File: src/include/lae_pkg.sv
package lae_pkg;

   // Register offsets on the device register port
   localparam logic [7:0] LANE_CTRL_OFS = 8'h13;
   localparam logic [7:0] DS_EQ_OFS = 8'h20;
   localparam logic [7:0] US_EQ_OFS = 8'h21;

   // Reset value shared by every register of the bank
   localparam logic [7:0] REG_RESET = 8'h00;
   localparam logic [3:0] EQ_RESET = 4'h0;
   localparam logic [4:0] LANE_COUNT_RESET = 5'h00;

   // Field positions in the lane and AUX control register
   localparam int unsigned SNOOP_OFF_BIT = 7;
   localparam int unsigned ROUTE_LO_BIT = 4;
   localparam int unsigned LANE_OFF_LO_BIT = 0;

   // Field positions in the equalization registers
   localparam int unsigned EQ_A_LO_BIT = 0;
   localparam int unsigned EQ_B_LO_BIT = 4;
   localparam int unsigned EQ_UP_LO_BIT = 0;

   // Widths
   localparam int unsigned LANES = 4;
   localparam int unsigned EQ_W = 4;
   localparam int unsigned LANE_COUNT_W = 5;
   localparam int unsigned AUX_ADDR_W = 20;

   // Sink address whose write carries the lane count
   localparam logic [19:0] LANE_COUNT_ADDR = 20'h00101;

   // AUX to SBU routing override encodings
   typedef enum logic [1:0]
   {
      ROUTE_AUTO = 2'h0,
      ROUTE_STRAIGHT = 2'h1,
      ROUTE_CROSSED = 2'h2,
      ROUTE_OPEN = 2'h3
   } lae_route_e;

   typedef struct packed
   {
      logic wr;
      logic rd;
      logic [7:0] addr;
      logic [7:0] wdata;
   } lae_reg_req_s;

   typedef struct packed
   {
      logic valid;
      logic [19:0] addr;
      logic [7:0] data;
   } lae_aux_wr_s;

   typedef struct packed
   {
      logic p_sbu1;
      logic p_sbu2;
      logic n_sbu1;
      logic n_sbu2;
   } lae_sbu_route_s;

endpackage

File: src/logic/lae_aux_route.sv
`timescale 1ns/100ps
// AUX to SBU switch decode
module lae_aux_route
(
   input wire logic sys_clk, // 25 MHz clock
   input wire logic rst, // Async reset, active high
   input lae_pkg::lae_route_e override, // Routing override field
   input wire logic mode_select_high, // High mode select bit
   input wire logic orientation_select, // Plug flip select
   output lae_pkg::lae_sbu_route_s route_q // Switch closures
);

   lae_pkg::lae_sbu_route_s route_d;

   always_comb
   begin
      route_d = '0;
      case (override)
         lae_pkg::ROUTE_AUTO:
         begin
            route_d.p_sbu1 = mode_select_high && !orientation_select;
            route_d.n_sbu2 = mode_select_high && !orientation_select;
            route_d.p_sbu2 = mode_select_high && orientation_select;
            route_d.n_sbu1 = mode_select_high && orientation_select;
         end
         lae_pkg::ROUTE_STRAIGHT:
         begin
            route_d.p_sbu1 = 1'b1;
            route_d.n_sbu2 = 1'b1;
         end
         lae_pkg::ROUTE_CROSSED:
         begin
            route_d.p_sbu2 = 1'b1;
            route_d.n_sbu1 = 1'b1;
         end
         lae_pkg::ROUTE_OPEN:
            route_d = '0;
         default:
            route_d = '0;
      endcase
   end

   // Registered so the analog switch never sees decode glitches
   always_ff @(posedge sys_clk or posedge rst)
   begin
      if (rst)
         route_q <= '0;
      else
         route_q <= route_d;
   end

endmodule

File: src/logic/lae_eq_select.sv
`timescale 1ns/100ps
// One receiver equalization source: strap pins or software value
module lae_eq_select #(
   parameter int unsigned W = 4
)
(
   input wire logic sys_clk, // 25 MHz clock
   input wire logic rst, // Async reset, active high
   input wire logic [1:0] straps, // Strap pin pair
   input wire logic [W-1:0] sw_value, // Value software wrote
   input wire logic sw_source, // High selects software value
   output logic [W-1:0] eq_q // Applied equalization
);

   logic strap_taken_q;
   logic [1:0] strap_q;

   // Straps caught once, at the first edge after reset release
   always_ff @(posedge sys_clk or posedge rst)
   begin
      if (rst)
      begin
         strap_taken_q <= 1'b0;
         strap_q <= 2'h0;
      end
      else if (!strap_taken_q)
      begin
         strap_taken_q <= 1'b1;
         strap_q <= straps;
      end
   end

   always_ff @(posedge sys_clk or posedge rst)
   begin
      if (rst)
         eq_q <= lae_pkg::EQ_RESET;
      else if (sw_source)
         eq_q <= sw_value;
      else
         eq_q <= W'(strap_q);
   end
endmodule

File: src/logic/lae_lane_regs.sv
`timescale 1ns/100ps
module lae_lane_regs
(
   input wire logic sys_clk, // 25 MHz clock
   input wire logic rst, // Async reset, active high
   input lae_pkg::lae_reg_req_s reg_req, // Register port request
   output logic [7:0] reg_rd_data, // Read data
   output logic reg_rd_valid, // Read data valid pulse
   input lae_pkg::lae_aux_wr_s aux_wr, // Monitored AUX write
   input wire logic eq_software_source, // Equalization from registers
   input wire logic mode_select_high, // High mode select bit
   input wire logic orientation_select, // Plug flip select
   input wire logic [1:0] downstream_eq_straps, // Downstream strap pins
   input wire logic [1:0] upstream_eq_straps, // Upstream strap pins
   output logic [3:0] lane_en, // Per lane enable
   output lae_pkg::lae_sbu_route_s sbu_route, // AUX to SBU closures
   output logic [3:0] downstream_rx_a_eq, // Receiver A equalization
   output logic [3:0] downstream_rx_b_eq, // Receiver B equalization
   output logic [3:0] upstream_rx_eq // Upstream receiver equalization
);

   localparam int unsigned EW = lae_pkg::EQ_W;
   localparam int unsigned LW = lae_pkg::LANE_COUNT_W;

   logic snoop_off_q;
   lae_pkg::lae_route_e route_q;
   logic [lae_pkg::LANES-1:0] lane_off_q;
   logic [EW-1:0] eq_a_sw_q;
   logic [EW-1:0] eq_b_sw_q;
   logic [EW-1:0] eq_up_sw_q;
   logic [LW-1:0] lane_count_q;
   logic mode_hi_prev_q;
   logic [3:0] lane_en_q;
   logic [3:0] lane_en_d;
   logic [7:0] rd_data_q;
   logic rd_valid_q;
   logic [7:0] rd_addr_q;
   logic wr_lane;
   logic wr_ds;
   logic wr_us;
   logic count_hit;

   assign wr_lane = reg_req.wr && (reg_req.addr == lae_pkg::LANE_CTRL_OFS);
   assign wr_ds = reg_req.wr && (reg_req.addr == lae_pkg::DS_EQ_OFS);
   assign wr_us = reg_req.wr && (reg_req.addr == lae_pkg::US_EQ_OFS);
   assign count_hit = aux_wr.valid && !snoop_off_q
      && (aux_wr.addr == lae_pkg::LANE_COUNT_ADDR);

   // Lane and AUX control register
   always_ff @(posedge sys_clk or posedge rst)
   begin
      if (rst)
      begin
         snoop_off_q <= 1'b0;
         route_q <= lae_pkg::ROUTE_AUTO;
         lane_off_q <= '0;
      end
      else if (wr_lane)
      begin
         snoop_off_q <= reg_req.wdata[lae_pkg::SNOOP_OFF_BIT];
         route_q <= lae_pkg::lae_route_e'(reg_req.wdata[lae_pkg::ROUTE_LO_BIT +: 2]);
         lane_off_q <= reg_req.wdata[lae_pkg::LANE_OFF_LO_BIT +: lae_pkg::LANES];
      end
   end

   // Software equalization values, kept even while straps drive the receivers
   always_ff @(posedge sys_clk or posedge rst)
   begin
      if (rst)
      begin
         eq_a_sw_q <= lae_pkg::EQ_RESET;
         eq_b_sw_q <= lae_pkg::EQ_RESET;
         eq_up_sw_q <= lae_pkg::EQ_RESET;
      end
      else
      begin
         if (wr_ds)
         begin
            eq_a_sw_q <= reg_req.wdata[lae_pkg::EQ_A_LO_BIT +: EW];
            eq_b_sw_q <= reg_req.wdata[lae_pkg::EQ_B_LO_BIT +: EW];
         end
         if (wr_us)
            eq_up_sw_q <= reg_req.wdata[lae_pkg::EQ_UP_LO_BIT +: EW];
      end
   end

   // Lane count taken from monitored AUX traffic
   always_ff @(posedge sys_clk or posedge rst)
   begin
      if (rst)
      begin
         lane_count_q <= lae_pkg::LANE_COUNT_RESET;
         mode_hi_prev_q <= 1'b0;
      end
      else
      begin
         mode_hi_prev_q <= mode_select_high;
         if (count_hit)
            lane_count_q <= aux_wr.data[LW-1:0];
         else if (mode_hi_prev_q && !mode_select_high)
            lane_count_q <= lae_pkg::LANE_COUNT_RESET;
      end
   end

   // Per lane enable decision
   generate
      for (genvar i = 0; i < lae_pkg::LANES; i++)
      begin : g_lane
         always_comb
         begin
            if (snoop_off_q)
               lane_en_d[i] = !lane_off_q[i];
            else
               lane_en_d[i] = lane_count_q > LW'(i);
         end
      end
   endgenerate

   always_ff @(posedge sys_clk or posedge rst)
   begin
      if (rst)
         lane_en_q <= '0;
      else
         lane_en_q <= lane_en_d;
   end

   assign lane_en = lane_en_q;

   lae_eq_select #(.W(EW)) u_eq_a
   (
      .sys_clk(sys_clk),
      .rst(rst),
      .straps(downstream_eq_straps),
      .sw_value(eq_a_sw_q),
      .sw_source(eq_software_source),
      .eq_q(downstream_rx_a_eq)
   );

   lae_eq_select #(.W(EW)) u_eq_b
   (
      .sys_clk(sys_clk),
      .rst(rst),
      .straps(downstream_eq_straps),
      .sw_value(eq_b_sw_q),
      .sw_source(eq_software_source),
      .eq_q(downstream_rx_b_eq)
   );

   lae_eq_select #(.W(EW)) u_eq_up
   (
      .sys_clk(sys_clk),
      .rst(rst),
      .straps(upstream_eq_straps),
      .sw_value(eq_up_sw_q),
      .sw_source(eq_software_source),
      .eq_q(upstream_rx_eq)
   );

   lae_aux_route u_route
   (
      .sys_clk(sys_clk),
      .rst(rst),
      .override(route_q),
      .mode_select_high(mode_select_high),
      .orientation_select(orientation_select),
      .route_q(sbu_route)
   );

   // Read path; equalization fields show what the receivers really use, not the stored value
   always_ff @(posedge sys_clk or posedge rst)
   begin
      if (rst)
      begin
         rd_data_q <= lae_pkg::REG_RESET;
         rd_valid_q <= 1'b0;
         rd_addr_q <= 8'h00;
      end
      else
      begin
         rd_valid_q <= reg_req.rd;
         rd_addr_q <= reg_req.addr;
         if (reg_req.rd)
         begin
            case (reg_req.addr)
               lae_pkg::LANE_CTRL_OFS:
                  rd_data_q <= {snoop_off_q, 1'b0, route_q, lane_off_q};
               lae_pkg::DS_EQ_OFS:
                  rd_data_q <= {downstream_rx_b_eq, downstream_rx_a_eq};
               lae_pkg::US_EQ_OFS:
                  rd_data_q <= {4'h0, upstream_rx_eq};
               default:
                  rd_data_q <= 8'h00;
            endcase
         end
      end
   end

   assign reg_rd_data = rd_data_q;
   assign reg_rd_valid = rd_valid_q;
endmodule

File: config.mk
export PLATFORM = sky130hd
export DESIGN_NAME = lae_lane_regs
export DESIGN_NICKNAME = d
export VERILOG_FILES = /design/src/include/lae_pkg.sv /design/src/logic/lae_aux_route.sv /design/src/logic/lae_eq_select.sv /design/src/logic/lae_lane_regs.sv
export SDC_FILE = /design/constraint.sdc
export NUM_CORES = 1
export LEC_CHECK = 0
export ABC_CLOCK_PERIOD_IN_PS = 1850
export BUFFER_PORTS_ARGS = -buffer_cell sky130_fd_sc_hd__buf_2
export CAP_MARGIN = 30
export CELL_PAD_IN_SITES_DETAIL_PLACEMENT = 1
export CELL_PAD_IN_SITES_GLOBAL_PLACEMENT = 2
export CORE_ASPECT_RATIO = 0.9
export CORE_UTILIZATION = 32
export DETAILED_ROUTE_END_ITERATION = 8
export GPL_ROUTABILITY_DRIVEN = 0
export PLACE_DENSITY_LB_ADDON = 0.1
export SYNTH_ARGS = -nofsm -noshare
export SYNTH_HDL_FRONTEND = slang
export SYNTH_HIERARCHICAL = 1
export SYNTH_SLANG_ARGS = --single-unit
File: constraint.sdc
create_clock -name sys_clk -period 1.85 [get_ports sys_clk]
set_input_delay 0.2775 -clock sys_clk [delete_from_list [all_inputs] [get_ports sys_clk]]
set_output_delay 0.2775 -clock sys_clk [all_outputs]
set_load 0.02 [all_outputs]
==> summary.md, run 1 <==
| Metric | Value |
|---|---|
| Final Hold Slack | `between 0.1 and 0.15 ns` |
| Clk buf depth | `2` |
| Minimum clock period | `1.584 ns` |
| Via count of the routed design | `1,748` |
| Required arrival time at the worst endpoint | `2.09 ns` |
| Number of port buffers | `a little over 80` |
| Synthesis-to-finish area growth | `29.19%` |
| Kind of critical path | `flip-flop to flip-flop` |
| Routed Antenna Nets | `0` |
| Final net count | `336` |
| Worst r2r src | `snoop_off_q$_DFFE_PP0P_` |
| Timing-limited maximum frequency | `0.6313 GHz` |
| Flop and latch count out of synthesis | `61` |
| Initial core utilization | `between 30% and 40%` |
| Root cell of the clock tree | `sky130_fd_sc_hd__clkbuf_8` |
| Wire length of the first global-routing pass | `between 9 and 10 mm` |
| Count of synthesis-stage warnings from yosys | `6` |
| 1st-pass router iterations | `2` |
| Maximum vdd drop | `398.1 uV` |
| Setup repair bufs after CTS | `0` |
| Endpoints failing setup | `0` |
| Clk slew on worst S/H paths | `0.06 ns` |
| All-layer global routing usage | `15.57%` |
| LEAKAGE | `1.713 nW` |
| HP Start | `mode_select_high` |
| Critical path startpoint | `snoop_off_q$_DFFE_PP0P_` |
| Core area | `0.007582 mm2` |
| Insertion delay of the later-clocked pin in the worst-skew pair | `between 0.3 and 0.4 ns` |
| Critical path peak fanout | `5` |
| Via count of the first global-routing pass | `1,837` |
| Area after DPL | `0.003063 mm2` |
| Detail-routed net length per standard cell | `15.35 um` |
| Total grt overflow | `0` |
| Synthesized net count | `241` |
| Arrival time of the worst setup path | `1.83 ns` |
| Final setup skew | `0.004633 ns` |
| RSZ-0062 raised after global routing | `no` |
| Capturing element type of the critical path | `flip-flop` |
| I/O pin total | `85` |
| Estimated wirelength of the detail-placed design | `4.612 mm` |
| Number of remaining DRC errors | `0` |
| Ratio of cells with drive above 1 in the final layout | `~48%` |
| Element type at the critical path start | `flip-flop` |
| Post-cts resize count | `0` |
| Largest net degree at the start of global routing | `24` |
| Die Y-Extent | `86.13 um` |
| Clock buffers created by TritonCTS | `9` |
| Register area share after synthesis | `60.67%` |
| Clock sinks | `61` |
| Setup slack after layout | `0.2660 ns` |
| Routed WL | `5.833 mm` |
| H-Tree Level Count | `3` |
| Number of vias per cell after detailed routing | `4.600` |
| Worst min path class | `primary input to flip-flop` |
| Final hold vios | `0` |
| Max_cap viols | `0` |
| P per Cell Area | `843.9 mW/mm2` |
| Outcome | `complete, no violations` |
| Die boundary width | `95.47 um` |
| Synthesized area per cell | `13.60 um2` |
| 1st-iter DRT viols | `47` |
| Final clock period utilization by the worst path | `about 86%` |
| Total chip power | `between 2 and 3 mW` |
| Initial antenna violation count | `0` |
| Post-synthesis instance total | `185` |
| Placement Setup Slack | `0.1470 ns` |
| Setup Total Neg Slack | `0 ns` |
| Number of rows created at floorplan | `30` |
| Post-synth cell types | `36` |
| Total inserted antenna cells | `0` |
| Full die area | `0.008222 mm2` |
| Slew Viols, Final | `0` |
| Cell area after synthesis | `0.002516 mm2` |
| TritonCTS clock tree | `built` |
| Final design instance area without fill | `approximately 0.0033 mm2` |
synth_stat cells:
master | number | share of area, %
sky130_fd_sc_hd__and2_1 | 4 | 0.99
sky130_fd_sc_hd__nand2b_1 | 2 | 0.50
sky130_fd_sc_hd__a2bb2oi_1 | 4 | 1.4
sky130_fd_sc_hd__nor4_4 | 2 | 1.7
sky130_fd_sc_hd__nand4_1 | 2 | 0.50
sky130_fd_sc_hd__a21oi_1 | 5 | 0.99
sky130_fd_sc_hd__mux2_2 | 19 | 8.5
sky130_fd_sc_hd__nor4b_1 | 2 | 0.70
sky130_fd_sc_hd__mux2i_1 | 9 | 3.6
sky130_fd_sc_hd__dfrtp_1 | 61 | 61
sky130_fd_sc_hd__nor3_1 | 1 | 0.20
sky130_fd_sc_hd__or4b_4 | 1 | 0.55
sky130_fd_sc_hd__a22oi_1 | 3 | 0.90
sky130_fd_sc_hd__mux2_1 | 6 | 2.7
sky130_fd_sc_hd__and2_2 | 3 | 0.90
sky130_fd_sc_hd__and3b_1 | 1 | 0.35
sky130_fd_sc_hd__buf_2 | 1 | 0.20
sky130_fd_sc_hd__inv_1 | 19 | 2.8
sky130_fd_sc_hd__buf_4 | 3 | 0.90
sky130_fd_sc_hd__a21oi_2 | 1 | 0.35
sky130_fd_sc_hd__and4b_1 | 1 | 0.40
sky130_fd_sc_hd__nor2_1 | 2 | 0.30
sky130_fd_sc_hd__nand2_1 | 6 | 0.90
sky130_fd_sc_hd__clkbuf_1 | 1 | 0.15
sky130_fd_sc_hd__o21ai_0 | 1 | 0.20
sky130_fd_sc_hd__o211ai_1 | 1 | 0.30
sky130_fd_sc_hd__nor3b_1 | 1 | 0.30
sky130_fd_sc_hd__conb_1 | 3 | 0.45
sky130_fd_sc_hd__a21boi_0 | 1 | 0.30
sky130_fd_sc_hd__or4_1 | 1 | 0.30
sky130_fd_sc_hd__nand4b_2 | 1 | 0.60
sky130_fd_sc_hd__nor4_1 | 2 | 0.50
sky130_fd_sc_hd__mux2_4 | 6 | 3.6
sky130_fd_sc_hd__nand3_1 | 1 | 0.20
sky130_fd_sc_hd__nand2_4 | 1 | 0.45
sky130_fd_sc_hd__o22ai_1 | 7 | 1.7
worst paths after layout:
| check | endpoint | slack, ns | cells after the start |
|---|---|---|---|
| max | lane_count_q[4]$_DFFE_PP0P_ | 0.27 | 5 |
| min | mode_hi_prev_q$_DFF_PP0_ | 0.10 | 1 |
| max reg2reg | lane_count_q[4]$_DFFE_PP0P_ | 0.27 | 5 |
| min reg2reg | u_eq_up/eq_q[2]$_DFF_PP0_ | 0.48 | 1 |
| max in group asynchronous | eq_a_sw_q[3]$_DFFE_PP0P_ | 0.99 | 4 |
| min in group asynchronous | u_route/route_q[1]$_DFF_PP0_ | 0.39 | 3 |
report_power, final:
part           switching [mW]  internal (mW)
combinational           0.140          0.126
clock                   0.459          0.588
sequential             0.0357           1.39
metal layers:
metal | up-vias | GRT usage [%] | share of wire (%)
met4 | 0 | 2.849 | 0.74
li1 | 836 | - | -
met5 | - | 0 | 0
met3 | 5 | 5.585 | 5.3
met1 | 859 | 21.62 | 49
met2 | 48 | 23.64 | 45
registers in the layout, summed over array words and instances, names as in the netlist:
name,count
eq_b_sw_q,4
lane_count_q,5
u_eq_b/eq_q,4
snoop_off_q,1
u_eq_a/strap_q,2
u_eq_b/strap_taken_q,1
lane_off_q,4
u_eq_up/eq_q,4
eq_up_sw_q,4
u_eq_a/strap_taken_q,1
u_eq_a/eq_q,4
eq_a_sw_q,4
lane_en,4
u_eq_up/strap_taken_q,1
mode_hi_prev_q,1
u_eq_b/strap_q,2
reg_rd_valid,1
reg_rd_data,8
route_q,2
u_route/route_q,2
u_eq_up/strap_q,2
logic make-up after synthesis:
| kind of cell | synth area share (%) |
|---|---|
| flip-flops | 60.67 |
| multiplexers | 18.35 |
| AND/OR/NAND/NOR | 10.29 |
| buffers and inverters | 4.077 |
| AO/OA/AOI/OAI | 6.166 |
| other | 0.4475 |
layout by cell type, fill, tap and decap left out, types with 2 or more instances in the layout:
| master | n |
|---|---|
| sky130_fd_sc_hd__a21oi_1 | 5 |
| sky130_fd_sc_hd__a22oi_1 | 3 |
| sky130_fd_sc_hd__a2bb2oi_1 | 4 |
| sky130_fd_sc_hd__and2_1 | 4 |
| sky130_fd_sc_hd__and2_2 | 3 |
| sky130_fd_sc_hd__buf_2 | 81 |
| sky130_fd_sc_hd__buf_4 | 7 |
| sky130_fd_sc_hd__clkbuf_1 | 2 |
| sky130_fd_sc_hd__clkbuf_8 | 12 |
| sky130_fd_sc_hd__conb_1 | 3 |
| sky130_fd_sc_hd__dfrtp_1 | 61 |
| sky130_fd_sc_hd__inv_1 | 19 |
| sky130_fd_sc_hd__mux2_1 | 6 |
| sky130_fd_sc_hd__mux2_2 | 19 |
| sky130_fd_sc_hd__mux2_4 | 6 |
| sky130_fd_sc_hd__mux2i_1 | 9 |
| sky130_fd_sc_hd__nand2_1 | 6 |
| sky130_fd_sc_hd__nand2b_1 | 2 |
| sky130_fd_sc_hd__nand4_1 | 2 |
| sky130_fd_sc_hd__nor2_1 | 2 |
| sky130_fd_sc_hd__nor4_1 | 2 |
| sky130_fd_sc_hd__nor4_4 | 2 |
| sky130_fd_sc_hd__nor4b_1 | 2 |
| sky130_fd_sc_hd__o22ai_1 | 7 |
critical path: stages (launching register included):
cell,delay [ns]
sky130_fd_sc_hd__dfrtp_1,0.40
sky130_fd_sc_hd__nor4b_1,0.34
sky130_fd_sc_hd__nand4_1,0.21
sky130_fd_sc_hd__nor4_4,0.16
sky130_fd_sc_hd__buf_4,0.19
sky130_fd_sc_hd__mux2i_1,0.20
layout make-up:
type / instances / area, um2
multi-input combinational: 100 / 887.1
timing repair buffer: 89 / 467.9
tap: 96 / 120.1
fill: 851 / 4332
clock buffer: 14 / 172.7
inverter: 19 / 71.32
sequential: 61 / 1526
clock inverter: 1 / 5.005
per-stage QoR:
step,instances,utilization [%]
floorplan,185,-
global placement,364,40.40
detailed placement,364,40.40
CTS,380,42.87
global route,380,42.87
finish,380,42.87
timing repair:
| action | CTS | global route |
|---|---|---|
| hold buffers | 1 | 0 |
| hold endpoints to repair | 23 | 0 |
| setup endpoints to repair | 0 | 0 |
No activity file was read; power rests on OpenSTA's default activity.
==> run 2: changes to the inputs <==
- BUFFER_PORTS_ARGS: -buffer_cell sky130_fd_sc_hd__buf_2 -> -buffer_cell sky130_fd_sc_hd__buf_4
==> run 2 against run 1 <==
Net effect: cell count is 0.26% higher; sequential cell count stayed put; sequential share of layout area is 3.1 points lower; total power is 8.9% higher; clock power is 18% higher; cell area is 7.2% higher; non-clock buffer count stayed put.
==> summary.md, run 2 (synthesis results as in run 1) <==
| Metric | Value |
|---|---|
| Outcome | `complete, no violations (unchanged)` |
| Worst Hold Path Cells | `1 (unchanged)` |
| P per Cell Area | `857.9 mW/mm2 (was 843.9 mW/mm2)` |
| Via count of the routed design | `1,787 (was 1,748)` |
| Clk buf depth | `2 (unchanged)` |
| Design internal power | `2.323 mW (was 2.108 mW)` |
| Sw Pwr | `0.6658 mW (was 0.6351 mW)` |
| Initial core utilization | `33.18% (unchanged)` |
| Full die area | `0.008222 mm2 (unchanged)` |
| Routed WL | `6.013 mm (was 5.833 mm)` |
| Gate power share | `10.4% (was 9.7%)` |
| Max_cap viols | `0 (unchanged)` |
| Max FFs per register | `8 (unchanged)` |
| Number of remaining DRC errors | `0 (unchanged)` |
| Clock buffers created by TritonCTS | `9 (unchanged)` |
| Die Y-Extent | `86.13 um (unchanged)` |
| Via count of the first global-routing pass | `1,911 (was 1,837)` |
| Sequential share of power | `47.9% (was 52.1%)` |
| TritonCTS clock tree | `built (unchanged)` |
| Hold EP | `mode_hi_prev_q$_DFF_PP0_ (unchanged)` |
| Largest net degree at the start of global routing | `24 (unchanged)` |
| Worst r2r src | `snoop_off_q$_DFFE_PP0P_ (unchanged)` |
| Initial antenna violation count | `0 (unchanged)` |
| Worst-case register-to-register setup slack | `0.28 ns (was 0.27 ns)` |
| RSZ-0062 raised after global routing | `no (unchanged)` |
| Most frequent cells in the layout | `sky130_fd_sc_hd__buf_4, sky130_fd_sc_hd__dfrtp_1, sky130_fd_sc_hd__mux2_2, sky130_fd_sc_hd__inv_1 (was sky130_fd_sc_hd__buf_2, sky130_fd_sc_hd__dfrtp_1, sky130_fd_sc_hd__mux2_2, sky130_fd_sc_hd__inv_1, sky130_fd_sc_hd__clkbuf_8)` |
| Clock sinks | `61 (unchanged)` |
| Worst min path class | `primary input to flip-flop (unchanged)` |
| Number of port buffers | `81 (unchanged)` |
| Timing-limited maximum frequency | `0.6369 GHz (was 0.6313 GHz)` |
| Required arrival time at the worst endpoint | `2.11 ns (was 2.09 ns)` |
| Total grt overflow | `0 (unchanged)` |
| Final net count | `336 (unchanged)` |
| Core area | `0.007582 mm2 (unchanged)` |
| Arrival time of the worst setup path | `1.83 ns (about the same)` |
| Final setup skew | `0.005991 ns (was 0.004633 ns)` |
| Slew Viols, Final | `0 (unchanged)` |
| Setup Total Neg Slack | `0 ns (unchanged)` |
| HP Start | `mode_select_high (unchanged)` |
| I/O pin total | `85 (unchanged)` |
| Final clock period utilization by the worst path | `84.87% (was 85.62%)` |
| Element type at the critical path start | `flip-flop (unchanged)` |
| Endpoints failing setup | `0 (unchanged)` |
| 1st-iter DRT viols | `59 (was 47)` |
| Number of vias per cell after detailed routing | `4.690 (was 4.600)` |
| Clk slew on worst S/H paths | `0.07 ns (was 0.06 ns)` |
| Critical path peak fanout | `5 (unchanged)` |
| End-of-flow core utilization | `45.94% (was 42.87%)` |
| Kind of critical path | `flip-flop to flip-flop (unchanged)` |
| Insertion delay of the later-clocked pin in the worst-skew pair | `0.34 ns (was 0.32 ns)` |
| Terminus of the critical flop-to-flop path | `lane_count_q[1]$_DFFE_PP0P_ (was lane_count_q[4]$_DFFE_PP0P_)` |
| Most common cell after layout, fill and taps aside | `sky130_fd_sc_hd__buf_4 (was sky130_fd_sc_hd__buf_2)` |
| Ratio of cells with drive above 1 in the final layout | `47.37% (was 47.54%)` |
| Wire length of the first global-routing pass | `9.915 mm (was 9.390 mm)` |
| LEAKAGE | `1.769 nW (was 1.713 nW)` |
| Proportion of total power due to net switching | `22.28% (was 23.15%)` |
| Minimum clock period | `1.570 ns (was 1.584 ns)` |
| Hold bufs inserted after CTS | `1 (unchanged)` |
| Maximum vdd drop | `479.0 uV (was 398.1 uV)` |
| Routed Antenna Nets | `0 (unchanged)` |
| All-layer global routing usage | `16.69% (was 15.57%)` |
| Estimated wirelength of the detail-placed design | `4.726 mm (was 4.612 mm)` |
| Fillers | `830 (was 851)` |
| Total inserted antenna cells | `0 (unchanged)` |
| Post-cts resize count | `0 (unchanged)` |
| Capturing element type of the critical path | `flip-flop (unchanged)` |
| Final hold vios | `0 (unchanged)` |
| H-Tree Level Count | `3 (unchanged)` |
| Count of cells along the worst register-to-register path | `5 (unchanged)` |
| Detail-routed net length per standard cell | `15.78 um (was 15.35 um)` |
| Root cell of the clock tree | `sky130_fd_sc_hd__clkbuf_8 (unchanged)` |
| Die boundary width | `95.47 um (unchanged)` |
| Number of rows created at floorplan | `30 (unchanged)` |
| Synthesis-to-finish area growth | `38.44% (was 29.19%)` |
| 1st-pass router iterations | `4 (was 2)` |
| Setup repair bufs after CTS | `0 (unchanged)` |
| Clock power frac | `41.6% (was 38.2%)` |
## run 2: cell types whose count changed in the layout (fill, tap and decap cells not counted), sizes merged
cell / change
clkbuf: -2
clkinvlp: +1
bufinv: +2
## run 2: cell type report
cell class,count,area (um2),area share [%]
sequential,61,1526,43.82
clock inverter,4,72.57,2.083
tap,96,120.1,3.448
inverter,19,71.32,2.047
multi-input combinational,100,887.1,25.47
clock buffer,12,135.1,3.879
timing repair buffer,89,670.6,19.25
## run 2: worst max path at each step
stage | cells after the start | slack (ns) | to | start
2_1_floorplan | 3 | 0.35 | lane_count_q[0]$_DFFE_PP0P_ | aux_wr[15]
3_3_place_gp | 4 | 0.18 | eq_a_sw_q[1]$_DFFE_PP0P_ | reg_req[11]
3_5_place_dp | 4 | 0.15 | eq_b_sw_q[3]$_DFFE_PP0P_ | reg_req[11]
4_1_cts | 5 | 0.25 | lane_count_q[1]$_DFFE_PP0P_ | snoop_off_q$_DFFE_PP0P_
5_1_grt | 5 | 0.16 | lane_count_q[1]$_DFFE_PP0P_ | snoop_off_q$_DFFE_PP0P_
6_report | 5 | 0.28 | lane_count_q[1]$_DFFE_PP0P_ | snoop_off_q$_DFFE_PP0P_
## run 2: power groups by stage
| stage | combinational, mW | sequential [mW] | clock (mW) |
|---|---|---|---|
| after floorplan | 0.117 | 1.47 | 0 |
| after global placement | 0.311 | 1.46 | 0 |
| after detailed placement | 0.317 | 1.46 | 0 |
| after CTS | 0.319 | 1.43 | 1.28 |
| after global routing | 0.341 | 1.44 | 1.36 |
| final | 0.312 | 1.43 | 1.24 |
## run 2: layer usage
metal | part of all wire, % | routed length (um) | global-route usage, % | vias to the layer above
met5 | 0 | 0 | 0 | -
met4 | 1.4 | 84 | 6.106 | 0
met3 | 5.3 | 320 | 4.965 | 8
met2 | 46 | 2748 | 24.29 | 49
met1 | 48 | 2859 | 23.47 | 898
li1 | - | - | - | 832
## run 2: critical path, stage by stage (launching register included)
cell	delay (ns)
sky130_fd_sc_hd__dfrtp_1	0.39
sky130_fd_sc_hd__nor4b_1	0.35
sky130_fd_sc_hd__nand4_1	0.21
sky130_fd_sc_hd__nor4_4	0.16
sky130_fd_sc_hd__buf_4	0.19
sky130_fd_sc_hd__mux2i_1	0.19
## run 2: per-stage QoR
stage	instance area [um2]	std cells	setup slack [ns]	hold slack, ns	power (mW)
floorplan	2516	185	0.3546	0.01868	1.589
global placement	3266	364	0.1823	0.1815	1.767
detailed placement	3266	364	0.1521	0.1796	1.775
CTS	3483	381	0.2478	0.05233	3.035
global route	3483	381	0.1579	0.04197	3.140
finish	3483	381	0.2799	0.06579	2.988
